$ cat src/verilog/ctsio_pkg.sv
package ctsio_pkg;
    // Register byte offsets on the APB slave.
    localparam logic [7:0] OFF_CTRL   = 8'h00;
    localparam logic [7:0] OFF_SHUT   = 8'h04;
    localparam logic [7:0] OFF_EXPO   = 8'h08;
    localparam logic [7:0] OFF_READ   = 8'h0C;
    localparam logic [7:0] OFF_DAC    = 8'h10;
    localparam logic [7:0] OFF_DIR    = 8'h14;
    localparam logic [7:0] OFF_OUT    = 8'h18;
    localparam logic [7:0] OFF_IN     = 8'h1C;
    localparam logic [7:0] OFF_STATUS = 8'h20;
    // Field positions.
    localparam int CTRL_PWR_BIT  = 0;
    localparam int DAC2_LSB      = 8;
    localparam int ST_STATE_LSB  = 0;
    localparam int ST_COUNT_LSB  = 16;
    // Widths.
    localparam int DAC_W  = 8;
    localparam int TTL_W  = 8;
    localparam int CNT_W  = 32;
    // Values after reset, in pclk cycles for the phase lengths.
    localparam logic [31:0] RST_SHUT = 32'h0000_0064;
    localparam logic [31:0] RST_EXPO = 32'h0000_03E8;
    localparam logic [31:0] RST_READ = 32'h0000_03E8;
    localparam logic [7:0]  RST_DAC  = 8'h00;
    localparam logic [7:0]  RST_DIR  = 8'h00;
    // Acquisition sequencer states.
    typedef enum logic [1:0] {SEQ_IDLE, SEQ_SHUT, SEQ_EXPO, SEQ_READ} ctsio_seq_t;
endpackage

$ cat src/verilog/ctsio_trig_if.sv
`timescale 1ns/1ps
// Carries the cleaned trigger from the edge detector to the sequencer.
interface ctsio_trig_if;
    logic trig_pulse; // One-cycle start request.
    logic trig_level; // Synchronised trigger level.
    modport det (output trig_pulse, output trig_level);
    modport use_side (input trig_pulse, input trig_level);
endinterface

$ cat src/verilog/ctsio_trig_edge.sv
`timescale 1ns/1ps
// Synchronises trigger and polarity pins and emits one pulse per selected edge.
module ctsio_trig_edge (
    input  wire logic   pclk,    // System clock.
    input  wire logic   presetn, // Asynchronous reset, active low.
    input  wire logic   trig_in, // Raw trigger pin.
    input  wire logic   pol_in,  // Raw polarity select pin, high means rising.
    ctsio_trig_if.det   tif      // Cleaned trigger towards the sequencer.
);
    typedef struct packed {
        logic s1_t;  // First stage, read only by s2_t.
        logic s2_t;  // Second stage of trigger.
        logic s3_t;  // Delayed copy for edge compare.
        logic s1_p;  // First stage of polarity.
        logic s2_p;  // Settled polarity.
        logic pulse; // Registered start pulse.
    } ctsio_edge_t;

    ctsio_edge_t st;      // Current state.
    ctsio_edge_t next_st; // Next state.

    // Edge decision looks only at settled stages, never at the first ones.
    always_comb
    begin
        next_st      = st;
        next_st.s1_t = trig_in;
        next_st.s2_t = st.s1_t;
        next_st.s3_t = st.s2_t;
        next_st.s1_p = pol_in;
        next_st.s2_p = st.s1_p;
        if (st.s2_p)
        begin
            next_st.pulse = st.s2_t && !st.s3_t;
        end
        else
        begin
            next_st.pulse = !st.s2_t && st.s3_t;
        end
    end

    // An unconnected pin floats high outside, so polarity stages reset high; trigger stages reset low.
    always_ff @(posedge pclk or negedge presetn)
    begin
        if (!presetn)
        begin
            st <= '{s1_t: 1'b0, s2_t: 1'b0, s3_t: 1'b0, s1_p: 1'b1, s2_p: 1'b1, pulse: 1'b0};
        end
        else
        begin
            st <= next_st;
        end
    end

    assign tif.trig_pulse = st.pulse;
    assign tif.trig_level = st.s2_t;

    property p_rise;
        @(posedge pclk) disable iff (!presetn)
        (st.s2_p && st.s2_t && !st.s3_t) |=> st.pulse;
    endproperty
    a_rise: assert property (p_rise) else $error("Rising edge missed.");

    property p_fall;
        @(posedge pclk) disable iff (!presetn)
        (!st.s2_p && !st.s2_t && st.s3_t) |=> st.pulse;
    endproperty
    a_fall: assert property (p_fall) else $error("Falling edge missed.");

    property p_single;
        @(posedge pclk) disable iff (!presetn)
        st.pulse |=> !st.pulse;
    endproperty
    a_single: assert property (p_single) else $error("Pulse longer than one cycle.");

    property p_cause;
        @(posedge pclk) disable iff (!presetn)
        st.pulse |-> ($past(st.s2_t) != $past(st.s3_t));
    endproperty
    a_cause: assert property (p_cause) else $error("Pulse without an edge.");

    c_edge: cover property (@(posedge pclk) disable iff (!presetn) st.pulse);
endmodule

$ cat src/verilog/ctsio_top.sv
`timescale 1ns/1ps
// How it works
// - Polarity high: rising trigger edge starts.
// - Polarity low: falling trigger edge starts.
// - Readout output high during data transfer.
// - Exposing output high while integrating.
// - Power output high while power on.
// - Two analog outputs, 8-bit values each.
// - Four 2-bit ports, per-bit direction.
// - Shutter high during compensation and exposure.
module ctsio_top (
    input  wire logic        pclk,          // System clock, 100 MHz.
    input  wire logic        presetn,       // Asynchronous reset, active low.
    input  wire logic        psel,          // APB select.
    input  wire logic        penable,       // APB access phase.
    input  wire logic        pwrite,        // APB direction, high for write.
    input  wire logic [7:0]  paddr,         // APB byte address.
    input  wire logic [31:0] pwdata,        // APB write data.
    output logic      [31:0] prdata,        // APB read data.
    output logic             pready,        // APB ready.
    output logic             pslverr,       // APB error on unmapped address.
    input  wire logic        trig_in,       // Trigger pin.
    input  wire logic        trig_pol,      // Polarity select pin, high is rising.
    output logic             frame_readout, // High while data is transferred.
    output logic             exposing,      // High while the sensor integrates.
    output logic             power_status,  // High while camera power is on.
    output logic             shutter_out,   // External shutter timing.
    output logic      [7:0]  dac1,          // First analog output setting.
    output logic      [7:0]  dac2,          // Second analog output setting.
    input  wire logic [7:0]  ttl_in,        // Port pins in, bit 2p+b is port p bit b.
    output logic      [7:0]  ttl_out,       // Port pins out.
    output logic      [7:0]  ttl_oe         // Port pin drive enables, high drives.
);
    typedef struct packed {
        ctsio_pkg::ctsio_seq_t seq;  // Sequencer state.
        logic [31:0] cnt;            // Cycles left in the phase.
        logic        pwr;            // Power switch from software.
        logic [31:0] shut_len;       // Compensation length in cycles.
        logic [31:0] expo_len;       // Exposure length in cycles.
        logic [31:0] read_len;       // Readout length in cycles.
        logic [7:0]  dac_a;          // First analog value.
        logic [7:0]  dac_b;          // Second analog value.
        logic [7:0]  dir;            // Direction, one means output.
        logic [7:0]  dout;           // Output levels.
        logic [7:0]  din;            // Sampled input levels.
        logic [15:0] trig_cnt;       // Accepted triggers.
        logic        rdy;            // APB ready.
        logic        err;            // APB error.
        logic [31:0] rdata;          // APB read data.
        logic        o_read;         // Readout output.
        logic        o_expo;         // Exposing output.
        logic        o_shut;         // Shutter output.
    } ctsio_top_t;

    ctsio_top_t st;      // Current state.
    ctsio_top_t next_st; // Next state.

    ctsio_trig_if tif ();

    // Edge detector for the trigger pin.
    ctsio_trig_edge u_edge (
        .pclk    (pclk),
        .presetn (presetn),
        .trig_in (trig_in),
        .pol_in  (trig_pol),
        .tif     (tif.det)
    );

    // Phase length minus one; a zero length still lasts one cycle.
    function automatic logic [31:0] len_m1(input logic [31:0] v);
        len_m1 = (v == 32'h0000_0000) ? 32'h0000_0000 : v - 32'h0000_0001;
    endfunction

    logic setup_ph;  // APB setup cycle.
    logic wr_done;   // Write taking effect at this edge.
    assign setup_ph = psel && !penable;
    assign wr_done  = psel && penable && st.rdy && pwrite;

    // Bus decode, register writes and the acquisition sequencer.
    always_comb
    begin
        next_st     = st;
        next_st.din = ttl_in;
        next_st.rdy = 1'b0;
        next_st.err = 1'b0;
        // Answer is prepared in setup so ready and data come straight from flops.
        if (setup_ph)
        begin
            next_st.rdy   = 1'b1;
            next_st.rdata = 32'h0000_0000;
            unique case (paddr)
                ctsio_pkg::OFF_CTRL:   next_st.rdata[ctsio_pkg::CTRL_PWR_BIT] = st.pwr;
                ctsio_pkg::OFF_SHUT:   next_st.rdata = st.shut_len;
                ctsio_pkg::OFF_EXPO:   next_st.rdata = st.expo_len;
                ctsio_pkg::OFF_READ:   next_st.rdata = st.read_len;
                ctsio_pkg::OFF_DAC:    next_st.rdata[15:0] = {st.dac_b, st.dac_a};
                ctsio_pkg::OFF_DIR:    next_st.rdata[7:0] = st.dir;
                ctsio_pkg::OFF_OUT:    next_st.rdata[7:0] = st.dout;
                ctsio_pkg::OFF_IN:     next_st.rdata[7:0] = st.din;
                ctsio_pkg::OFF_STATUS: next_st.rdata = {st.trig_cnt, 14'h0000, st.seq};
                default:               next_st.err = 1'b1;
            endcase
        end
        // Writes land only at the access edge; unmapped writes are dropped.
        if (wr_done)
        begin
            unique case (paddr)
                ctsio_pkg::OFF_CTRL: next_st.pwr = pwdata[ctsio_pkg::CTRL_PWR_BIT];
                ctsio_pkg::OFF_SHUT: next_st.shut_len = pwdata;
                ctsio_pkg::OFF_EXPO: next_st.expo_len = pwdata;
                ctsio_pkg::OFF_READ: next_st.read_len = pwdata;
                ctsio_pkg::OFF_DAC:
                begin
                    next_st.dac_a = pwdata[ctsio_pkg::DAC_W-1:0];
                    next_st.dac_b = pwdata[ctsio_pkg::DAC2_LSB +: ctsio_pkg::DAC_W];
                end
                ctsio_pkg::OFF_DIR:  next_st.dir = pwdata[ctsio_pkg::TTL_W-1:0];
                ctsio_pkg::OFF_OUT:  next_st.dout = pwdata[ctsio_pkg::TTL_W-1:0];
                default:             next_st.dout = st.dout;
            endcase
        end
        // Sequencer: a trigger while busy is ignored, so frames never overlap.
        unique case (st.seq)
            ctsio_pkg::SEQ_IDLE:
            begin
                if (tif.trig_pulse && st.pwr)
                begin
                    next_st.seq      = ctsio_pkg::SEQ_SHUT;
                    next_st.cnt      = len_m1(st.shut_len);
                    next_st.trig_cnt = st.trig_cnt + 16'h0001;
                end
            end
            ctsio_pkg::SEQ_SHUT:
            begin
                if (st.cnt == 32'h0000_0000)
                begin
                    next_st.seq = ctsio_pkg::SEQ_EXPO;
                    next_st.cnt = len_m1(st.expo_len);
                end
                else
                begin
                    next_st.cnt = st.cnt - 32'h0000_0001;
                end
            end
            ctsio_pkg::SEQ_EXPO:
            begin
                if (st.cnt == 32'h0000_0000)
                begin
                    next_st.seq = ctsio_pkg::SEQ_READ;
                    next_st.cnt = len_m1(st.read_len);
                end
                else
                begin
                    next_st.cnt = st.cnt - 32'h0000_0001;
                end
            end
            ctsio_pkg::SEQ_READ:
            begin
                if (st.cnt == 32'h0000_0000)
                begin
                    next_st.seq = ctsio_pkg::SEQ_IDLE;
                end
                else
                begin
                    next_st.cnt = st.cnt - 32'h0000_0001;
                end
            end
        endcase
        // Switching power off aborts any frame at once.
        if (!next_st.pwr)
        begin
            next_st.seq = ctsio_pkg::SEQ_IDLE;
        end
        // Outputs follow the next state so pins change with the state itself.
        next_st.o_read = (next_st.seq == ctsio_pkg::SEQ_READ);
        next_st.o_expo = (next_st.seq == ctsio_pkg::SEQ_EXPO);
        next_st.o_shut = (next_st.seq == ctsio_pkg::SEQ_SHUT) ||
                         (next_st.seq == ctsio_pkg::SEQ_EXPO);
    end

    // State register.
    always_ff @(posedge pclk or negedge presetn)
    begin
        if (!presetn)
        begin
            st          <= '0;
            st.seq      <= ctsio_pkg::SEQ_IDLE;
            st.shut_len <= ctsio_pkg::RST_SHUT;
            st.expo_len <= ctsio_pkg::RST_EXPO;
            st.read_len <= ctsio_pkg::RST_READ;
            st.dac_a    <= ctsio_pkg::RST_DAC;
            st.dac_b    <= ctsio_pkg::RST_DAC;
            st.dir      <= ctsio_pkg::RST_DIR;
        end
        else
        begin
            st <= next_st;
        end
    end

    assign prdata        = st.rdata;
    assign pready        = st.rdy;
    assign pslverr       = st.err;
    assign frame_readout = st.o_read;
    assign exposing      = st.o_expo;
    assign power_status  = st.pwr;
    assign shutter_out   = st.o_shut;
    assign dac1          = st.dac_a;
    assign dac2          = st.dac_b;
    assign ttl_out       = st.dout;
    assign ttl_oe        = st.dir;

    property p_start;
        @(posedge pclk) disable iff (!presetn)
        (st.seq == ctsio_pkg::SEQ_IDLE && tif.trig_pulse && st.pwr && next_st.pwr)
            |=> shutter_out && !exposing && !frame_readout;
    endproperty
    a_start: assert property (p_start) else $error("Trigger did not open shutter.");

    property p_expo_order;
        @(posedge pclk) disable iff (!presetn)
        $rose(exposing) |-> $past(shutter_out) && shutter_out;
    endproperty
    a_expo_order: assert property (p_expo_order) else $error("Exposure not after comp.");

    property p_read_order;
        @(posedge pclk) disable iff (!presetn)
        $rose(frame_readout) |-> $past(exposing) && !shutter_out;
    endproperty
    a_read_order: assert property (p_read_order) else $error("Readout not after exposure.");

    property p_shut_cover;
        @(posedge pclk) disable iff (!presetn)
        exposing |-> shutter_out;
    endproperty
    a_shut_cover: assert property (p_shut_cover) else $error("Shutter low during exposure.");

    property p_power;
        @(posedge pclk) disable iff (!presetn)
        (wr_done && paddr == ctsio_pkg::OFF_CTRL)
            |=> power_status == $past(pwdata[ctsio_pkg::CTRL_PWR_BIT]);
    endproperty
    a_power: assert property (p_power) else $error("Power status not updated.");

    property p_power_off;
        @(posedge pclk) disable iff (!presetn)
        !power_status |-> !exposing && !frame_readout && !shutter_out;
    endproperty
    a_power_off: assert property (p_power_off) else $error("Activity with power off.");

    property p_dac;
        @(posedge pclk) disable iff (!presetn)
        (wr_done && paddr == ctsio_pkg::OFF_DAC)
            |=> dac1 == $past(pwdata[7:0]) && dac2 == $past(pwdata[15:8]);
    endproperty
    a_dac: assert property (p_dac) else $error("Analog values not updated.");

    property p_dir;
        @(posedge pclk) disable iff (!presetn)
        (wr_done && paddr == ctsio_pkg::OFF_DIR) |=> ttl_oe == $past(pwdata[7:0]);
    endproperty
    a_dir: assert property (p_dir) else $error("Port direction not updated.");

    property p_apb;
        @(posedge pclk) disable iff (!presetn)
        setup_ph |=> pready ##1 !pready;
    endproperty
    a_apb: assert property (p_apb) else $error("Ready not one cycle after setup.");

    c_frame: cover property (@(posedge pclk) disable iff (!presetn) $fell(frame_readout));
    c_expo:  cover property (@(posedge pclk) disable iff (!presetn) $rose(exposing));
    c_err:   cover property (@(posedge pclk) disable iff (!presetn) pslverr);
endmodule

$ cat config.mk
export PLATFORM = sky130hd
export DESIGN_NAME = ctsio_top
export DESIGN_NICKNAME = d
export VERILOG_FILES = /design/src/verilog/ctsio_pkg.sv /design/src/verilog/ctsio_trig_if.sv /design/src/verilog/ctsio_trig_edge.sv /design/src/verilog/ctsio_top.sv
export SDC_FILE = /design/constraint.sdc
export NUM_CORES = 1
export LEC_CHECK = 0
export ABC_AREA = 1
export BUFFER_PORTS_ARGS = -buffer_cell sky130_fd_sc_hd__buf_4
export CAP_MARGIN = 20
export CELL_PAD_IN_SITES_DETAIL_PLACEMENT = 1
export CELL_PAD_IN_SITES_GLOBAL_PLACEMENT = 2
export CORE_MARGIN = 1
export CORE_UTILIZATION = 37
export DETAILED_ROUTE_END_ITERATION = 12
export PLACE_DENSITY_LB_ADDON = 0.1
export SYNTH_ARGS = -nofsm -noshare
export SYNTH_HDL_FRONTEND = slang
export SYNTH_HIERARCHICAL = 1
export SYNTH_SLANG_ARGS = --single-unit
$ cat constraint.sdc
create_clock -name pclk -period 3 [get_ports pclk]
set_input_delay 0.6 -clock pclk [delete_from_list [all_inputs] [get_ports pclk]]
set_output_delay 0.6 -clock pclk [all_outputs]
set_load 0.01 [all_outputs]
==> reports/qor.yml, run 1 <==
grt:
  grtUsageMet2_pct: 46.1
  grt_pass1_vias: 14496
  grt.busiest_layer: "met2"
  met3_usage_pct: 4.78
  grt_util_met1_pct: 42.7
  grt_max_degree: 74
  grt_antenna_before_repair: 0
  grt-ovfl-total: 0
  track_usage_pct: 29.6
  grt_pass1_wl_mm: 87.8
clocking:
  cts_root_buf: "clkbuf_16"
  cts_sinks: 230
  clk_path_buf_depth: 3
  htreeDepth: 1
  hold_buffers: 0
  cts_buffers: 28
  worstSkewPairLatency_ps: 560
  post-cts-setup-buffer-count: 0
  cts_resized: 0
  cts_tree: "done"
  path_clk_slew_ps: 60
route:
  vias: 13903
  routedWlPerCell_um: 21.5
  drc_errors: 0
  routed_wl_mm: 56.8
  drt_iter0_drc: 798
  drt_first_pass_iters: 5
  postRouteAntennaNets: 0
  avgViaCountPerCell: 5.26
status:
  status: "finished, final reports clean"
power_and_ir_drop:
  p_leak_uw: 0.00845
  pwr-share-clk_pct: 37.6
  power_density_nw_per_um2: 540
  switching_share_pct: 33.2
  ir_drop_mv: 0.365
  p_sw_uw: 2970
  intPower_uw: 5970
  p_comb_share_pct: 21.5
  power_frac_seq_pct: 40.9
cells_and_area:
  postLayoutCellArea_sq_um: 16600
  diodes: 0
  nets: 2175
  n_fill_cell: 4811
  area_delta_synth_final_pct: 15.5
  drive_above_1_share_pct: 14.8
synth:
  syn_avg_cell_area_sq_um: 7.11
  netlist.area_leader.share_pct: 37.1
  synth_seq_cells: 230
  ys_types: 42
  syn_area_sq_um: 14400
  syn_inst: 2019
  synthFlopType: "dfrtp_1"
  syn-num-nets: 2084
  yosysMostFrequentCell: "nand2_1"
  async_flop_share_pct: 100
  synth_warnings: 6
  synthTopCellsByCount: "nand2_1 (507), nor2_1 (275), dfrtp_1 (213)"
  synth_top_area_cell: "dfrtp_1"
  synth_seq_area_share_pct: 40.3
  synth_edf_count: 0
  synth_area_leaders: "dfrtp_1 (37%), nand2_1 (13%), nor2_1 (7.2%)"
floorplan:
  core_sq_um: 37900
  start_util_pct: 37.8
  die-area_sq_um: 39600
  die_x_um: 199
  die_h_um: 199
  io_pins: 125
  core.rowCount: 71
placed_design:
  hpwlAfterDp_mm: 44.8
  globalplace.congestion: 0.905
  place_area_sq_um: 15700
  port_buffers: 124
critical_path:
  cp-start-kind: "flop"
  r2r-start: "st[190]"
  required_ps: 3490
  worstPathArrival_ps: 2930
  regToRegSetupSlack_ps: 560
  cp_max_fo: 17
  r2r_end: "st[214]"
  rr_worst_depth: 11
  cp-end-kind: "flop"
  path_class: "reg2reg"
flow_run:
  cap_violations: 0
sta:
  relSlewSlack_pct: 34.7
  finalSetupViolations: 0
  layout_min_cycle_time_ps: 2440
  max_freq_mhz: 410
  tns_ps: 0
  holdWs_ps: 39.5
  fin_crit_sh_pct: 81.2
  fin_skew_ps: 10.7
  worstMarginPinSlew_ps: 979
  report.final.slew_viol_count: 0
  hold_violations: 0
  rsz0062_at_grt: "false"
worst_hold_path:
  hold_class: "in2async"
stage by stage:
stage	power (uW)	util [%]	std cells	setup slack [ps]
6_report	8950	43.7	2642	564
5_1_grt	9440	43.7	2642	313
3_5_place_dp	5630	41.3	2591	516
4_1_cts	9020	43.7	2642	509
3_3_place_gp	5570	41.3	2591	594
2_1_floorplan	4920	-	2019	1020
critical path, cell delays in order (launching register included):
cell and delay [ps]:
dfrtp_1 370, inv_1 90, ha_1 270, nand2_1 90
nor2_1 40, nand3_1 90, nor2_2 90, o21ai_2 760
o211ai_1 260, nand2_1 130, a21oi_1 50, nor2_1 90
state kept, by name (all words and copies together), names as in the netlist, 2 cells and up:
register,cells
st,154
prdata,32
dac1,8
dac2,8
ttl_oe,8
ttl_out,8
u_edge/next_st,2
u_edge/st,2
final cells by class:
type / count / area (sq um) / share of cell area, %
repair buffers: 178 / 1390 / 8.41
clock buffers: 46 / 870 / 5.25
clock inverters: 5 / 31.3 / 0.189
inverters: 221 / 830 / 5.01
well taps: 511 / 639 / 3.86
flip-flops and latches: 230 / 5780 / 34.9
multi-input cells: 1451 / 7030 / 42.4
routing by layer:
layer / vias to the layer above / share of wire, %
met5: - / 0
met4: 0 / 2.1
met3: 60 / 5.5
met2: 343 / 44
met1: 6837 / 48
li1: 6663 / -
power by group through the flow:
stage	logic, uW	registers, uW	clock network (uW)
3_3_place_gp	1870	3700	0
4_1_cts	1930	3660	3430
2_1_floorplan	1310	3610	0
3_5_place_dp	1920	3720	0
5_1_grt	2200	3700	3530
6_report	1920	3660	3360
how the worst max path moves through the flow:
stage                        start          end  slack (ps)  cells after the start
final                      st[190]      st[214]         560                     11
after global placement     st[190]      st[214]         590                     11
after detailed placement  paddr[5]  shutter_out         520                     12
after global routing       st[190]      st[217]         310                     13
after CTS                  st[190]      st[214]         510                     11
after floorplan           paddr[0]  shutter_out        1020                     10
layout by cell type, fill, tap and decap left out, types with 4 or more instances in the layout:
cell type,n
xnor2_1,13
a21oi_1,39
nand2_1,505
buf_4,173
or2_2,8
inv_2,18
nor3_1,24
dfrtp_1,213
clkbuf_8,8
clkbuf_16,29
nor2_4,8
nand3_1,154
dfstp_2,17
o22ai_1,35
clkbuf_1,9
inv_1,200
o211ai_1,7
nor2_1,275
o21ai_0,149
a221oi_1,24
nand2_2,7
ha_1,10
nand3b_1,4
xor2_1,54
buf_12,4
o21ai_1,58
o21bai_1,5
nor2_2,21
nand4_1,26
nand3_2,4
cells by family after synthesis:
group / Yosys count / share of synthesized area [%]
AO/OA/AOI/OAI: 324 / 12.6
XOR/XNOR: 67 / 4.09
adder cells (fa/ha/maj): 10 / 0.872
buffers and inverters: 338 / 10.8
flip-flops: 230 / 40.3
AND/OR/NAND/NOR: 1050 / 31.4
Power figures use the tool's default switching activity.
==> run 2, diff against run 1 <==
--- a/config.mk
+++ b/config.mk
@@ -11,7 +11,7 @@
 export CELL_PAD_IN_SITES_DETAIL_PLACEMENT = 1
 export CELL_PAD_IN_SITES_GLOBAL_PLACEMENT = 2
 export CORE_MARGIN = 1
-export CORE_UTILIZATION = 37
+export CORE_UTILIZATION = 35
 export DETAILED_ROUTE_END_ITERATION = 12
 export PLACE_DENSITY_LB_ADDON = 0.1
 export SYNTH_ARGS = -nofsm -noshare
==> constraint.sdc (replaced) <==
create_clock -name pclk -period 2.25 [get_ports pclk]
set_input_delay 0.45 -clock pclk [delete_from_list [all_inputs] [get_ports pclk]]
set_output_delay 0.45 -clock pclk [all_outputs]
set_load 0.01 [all_outputs]
==> run 2 against run 1 <==
Net effect: register-to-register slack worse by 460 ps; die area is 5.7% higher; wire length is 7.8% higher; clock power is 49% higher; setup slack worse by 460 ps; highest routed layer unchanged; via count is 4.5% higher; cell count is 6.8% higher; cell area is 9.8% higher; largest cell class unchanged; combinational power is 51% higher.
==> reports/qor.yml, run 2 (synthesized netlist as in run 1, its figures left out) <==
status:
  status: "finished, final reports clean"
sta:
  fin_crit_sh_pct: 95.4
  finalSetupViolations: 0
  rsz0062_at_grt: "false"
  relSlewSlack_pct: 57.2
  max_freq_mhz: 466
  hold_violations: 0
  finalWorstSetupSlack_ps: 104
  worstMarginPinSlew_ps: 641
  fin_skew_ps: 17.4
  report.final.slew_viol_count: 0
  layout_min_cycle_time_ps: 2150
grt:
  grt_pass1_wl_mm: 94.0
  grt_pass1_vias: 15434
  grt_max_degree: 65
  grt_antenna_before_repair: 0
  grt-ovfl-total: 0
  track_usage_pct: 29.9
critical_path:
  cp-end-kind: "flop"
  regToRegSetupSlack_ps: 100
  path_class: "reg2reg"
  max_stage_delay_ps: 450
  cp_top_family: "simple AND/OR/NAND/NOR gates"
  slowest_stage: "dfrtp_1"
  cp-start-kind: "flop"
  r2r_end: "st[193]"
  required_ps: 2710
  rr_worst_depth: 12
  path_buf_inv: 3
  worstPathArrival_ps: 2610
  cp_max_fo: 7
  crit_chain: "nor2_1, nand2_1, nor2_1, nand3_2, buf_4, o21ai_1, buf_4, o21ai_1, nand2_1, nand2_1, o21ai_1, inv_1"
  r2r-start: "st[138]"
worst_hold_path:
  holdPathEnd: "st[114]"
  worstHoldStart: "pwdata[21]"
  hold_class: "in2reg"
  whs_path_depth: 3
cells_and_area:
  layout_commonest_cell: "nand2_1"
  area_delta_synth_final_pct: 26.8
  largest_reg_flops: 154
  nets: 2338
  final_cell_mix: "nand2_1 (505), buf_4 (314), nor2_1 (255)"
  postLayoutCellArea_sq_um: 18200
  top_register: "st"
  n_fill_cell: 5034
  stdcell_count: 2821
  drive_above_1_share_pct: 22.1
route:
  avgViaCountPerCell: 5.15
  drc_errors: 0
  vias: 14526
  postRouteAntennaNets: 0
  drt_iter0_drc: 785
  routed_wl_mm: 61.3
  drt_first_pass_iters: 7
  routedWlPerCell_um: 21.7
clocking:
  cts_tree: "done"
  cts_root_buf: "clkbuf_16"
  path_clk_slew_ps: 60
  worstSkewPairLatency_ps: 580
  clk_path_buf_depth: 3
  cts_sinks: 230
  cts_buffers: 28
  htreeDepth: 1
flow_run:
  cap_violations: 0
placed_design:
  place_ws_ps: -127
  place_inst: 2751
  globalplace.congestion: 0.905
  hpwlAfterDp_mm: 48.9
  port_buffers: 124
  place_area_sq_um: 16900
floorplan:
  start_util_pct: 35.8
  die_h_um: 204
  core.rowCount: 73
  die_x_um: 204
  core_sq_um: 40100
  die-area_sq_um: 41800
  io_pins: 125
power_and_ir_drop:
  power_density_nw_per_um2: 701
  p_leak_uw: 0.00938
  ir_drop_mv: 0.529
  power.total_uw: 12800
-- run 2: cell types whose count changed in the layout (fill, tap and decap cells not counted), moves of 5 or more --
cell and delta:
inv_2 +7, buf_12 +10, nand3_2 +5, buf_4 +141
dlygate4sd3_1 +11, nor2_2 +15, nor2_1 -20, inv_1 -5
nor2_4 +5, nand3_1 -5
-- run 2: timing repair --
| item | in CTS | in global routing |
|---|---|---|
| hold buffers | 11 | 0 |
| setup buffers | 0 | 6 |
| resized for setup | 6 | 40 |
| endpoints found under the setup margin | 4 | 31 |
| pin swaps | 0 | 3 |
| hold endpoints to repair | 43 | 0 |
-- run 2: report_power, final --
group / switching, uW / leakage [uW] / total [uW] / internal, uW
clock: 1950 / 0.000485 / 4990 / 3040
combinational: 1840 / 0.00584 / 2900 / 1060
sequential: 397 / 0.00305 / 4860 / 4470
-- run 2: cell type report --
class | count | area, sq um | share of cell area [%]
multi-input combinational | 1451 | 7160 | 39.3
inverter | 221 | 830 | 4.56
sequential | 230 | 5780 | 31.8
clock inverter | 9 | 154 | 0.846
tap | 525 | 657 | 3.61
clock buffer | 43 | 848 | 4.66
timing repair buffer | 341 | 2770 | 15.2
antenna | 1 | 2.50 | 0.0138
-- run 2: worst min-delay path, delay by kind of cell --
family / cells / cell delay, ps
compound gates: 1 / 130
buf+inv: 2 / 130
-- run 2: worst max path at each step --
stage	start	end	depth (start not counted)
after global routing	st[125]	st[206]	15
after floorplan	st[125]	st[221]	14
after global placement	st[211]	frame_readout	11
after CTS	st[141]	st[193]	12
final	st[138]	st[193]	12
after detailed placement	st[211]	frame_readout	11
-- run 2: stage by stage --
| stage | hold WS, ps | TNS (ps) | util (%) |
|---|---|---|---|
| 2_1_floorplan | 154 | 0 | - |
| 3_3_place_gp | 332 | -230 | 42.1 |
| 3_5_place_dp | 348 | -244 | 42.1 |
| 4_1_cts | 151 | 0 | 45.0 |
| 5_1_grt | 168 | 0 | 45.4 |
| 6_report | 169 | 0 | 45.4 |
-- run 2: routing by layer --
metal / routed length [um] / track usage [%]
met1: 28500 / 41.4
met2: 28200 / 48.1
met3: 3450 / 5.61
met4: 1180 / 6.56
met5: 0 / 0
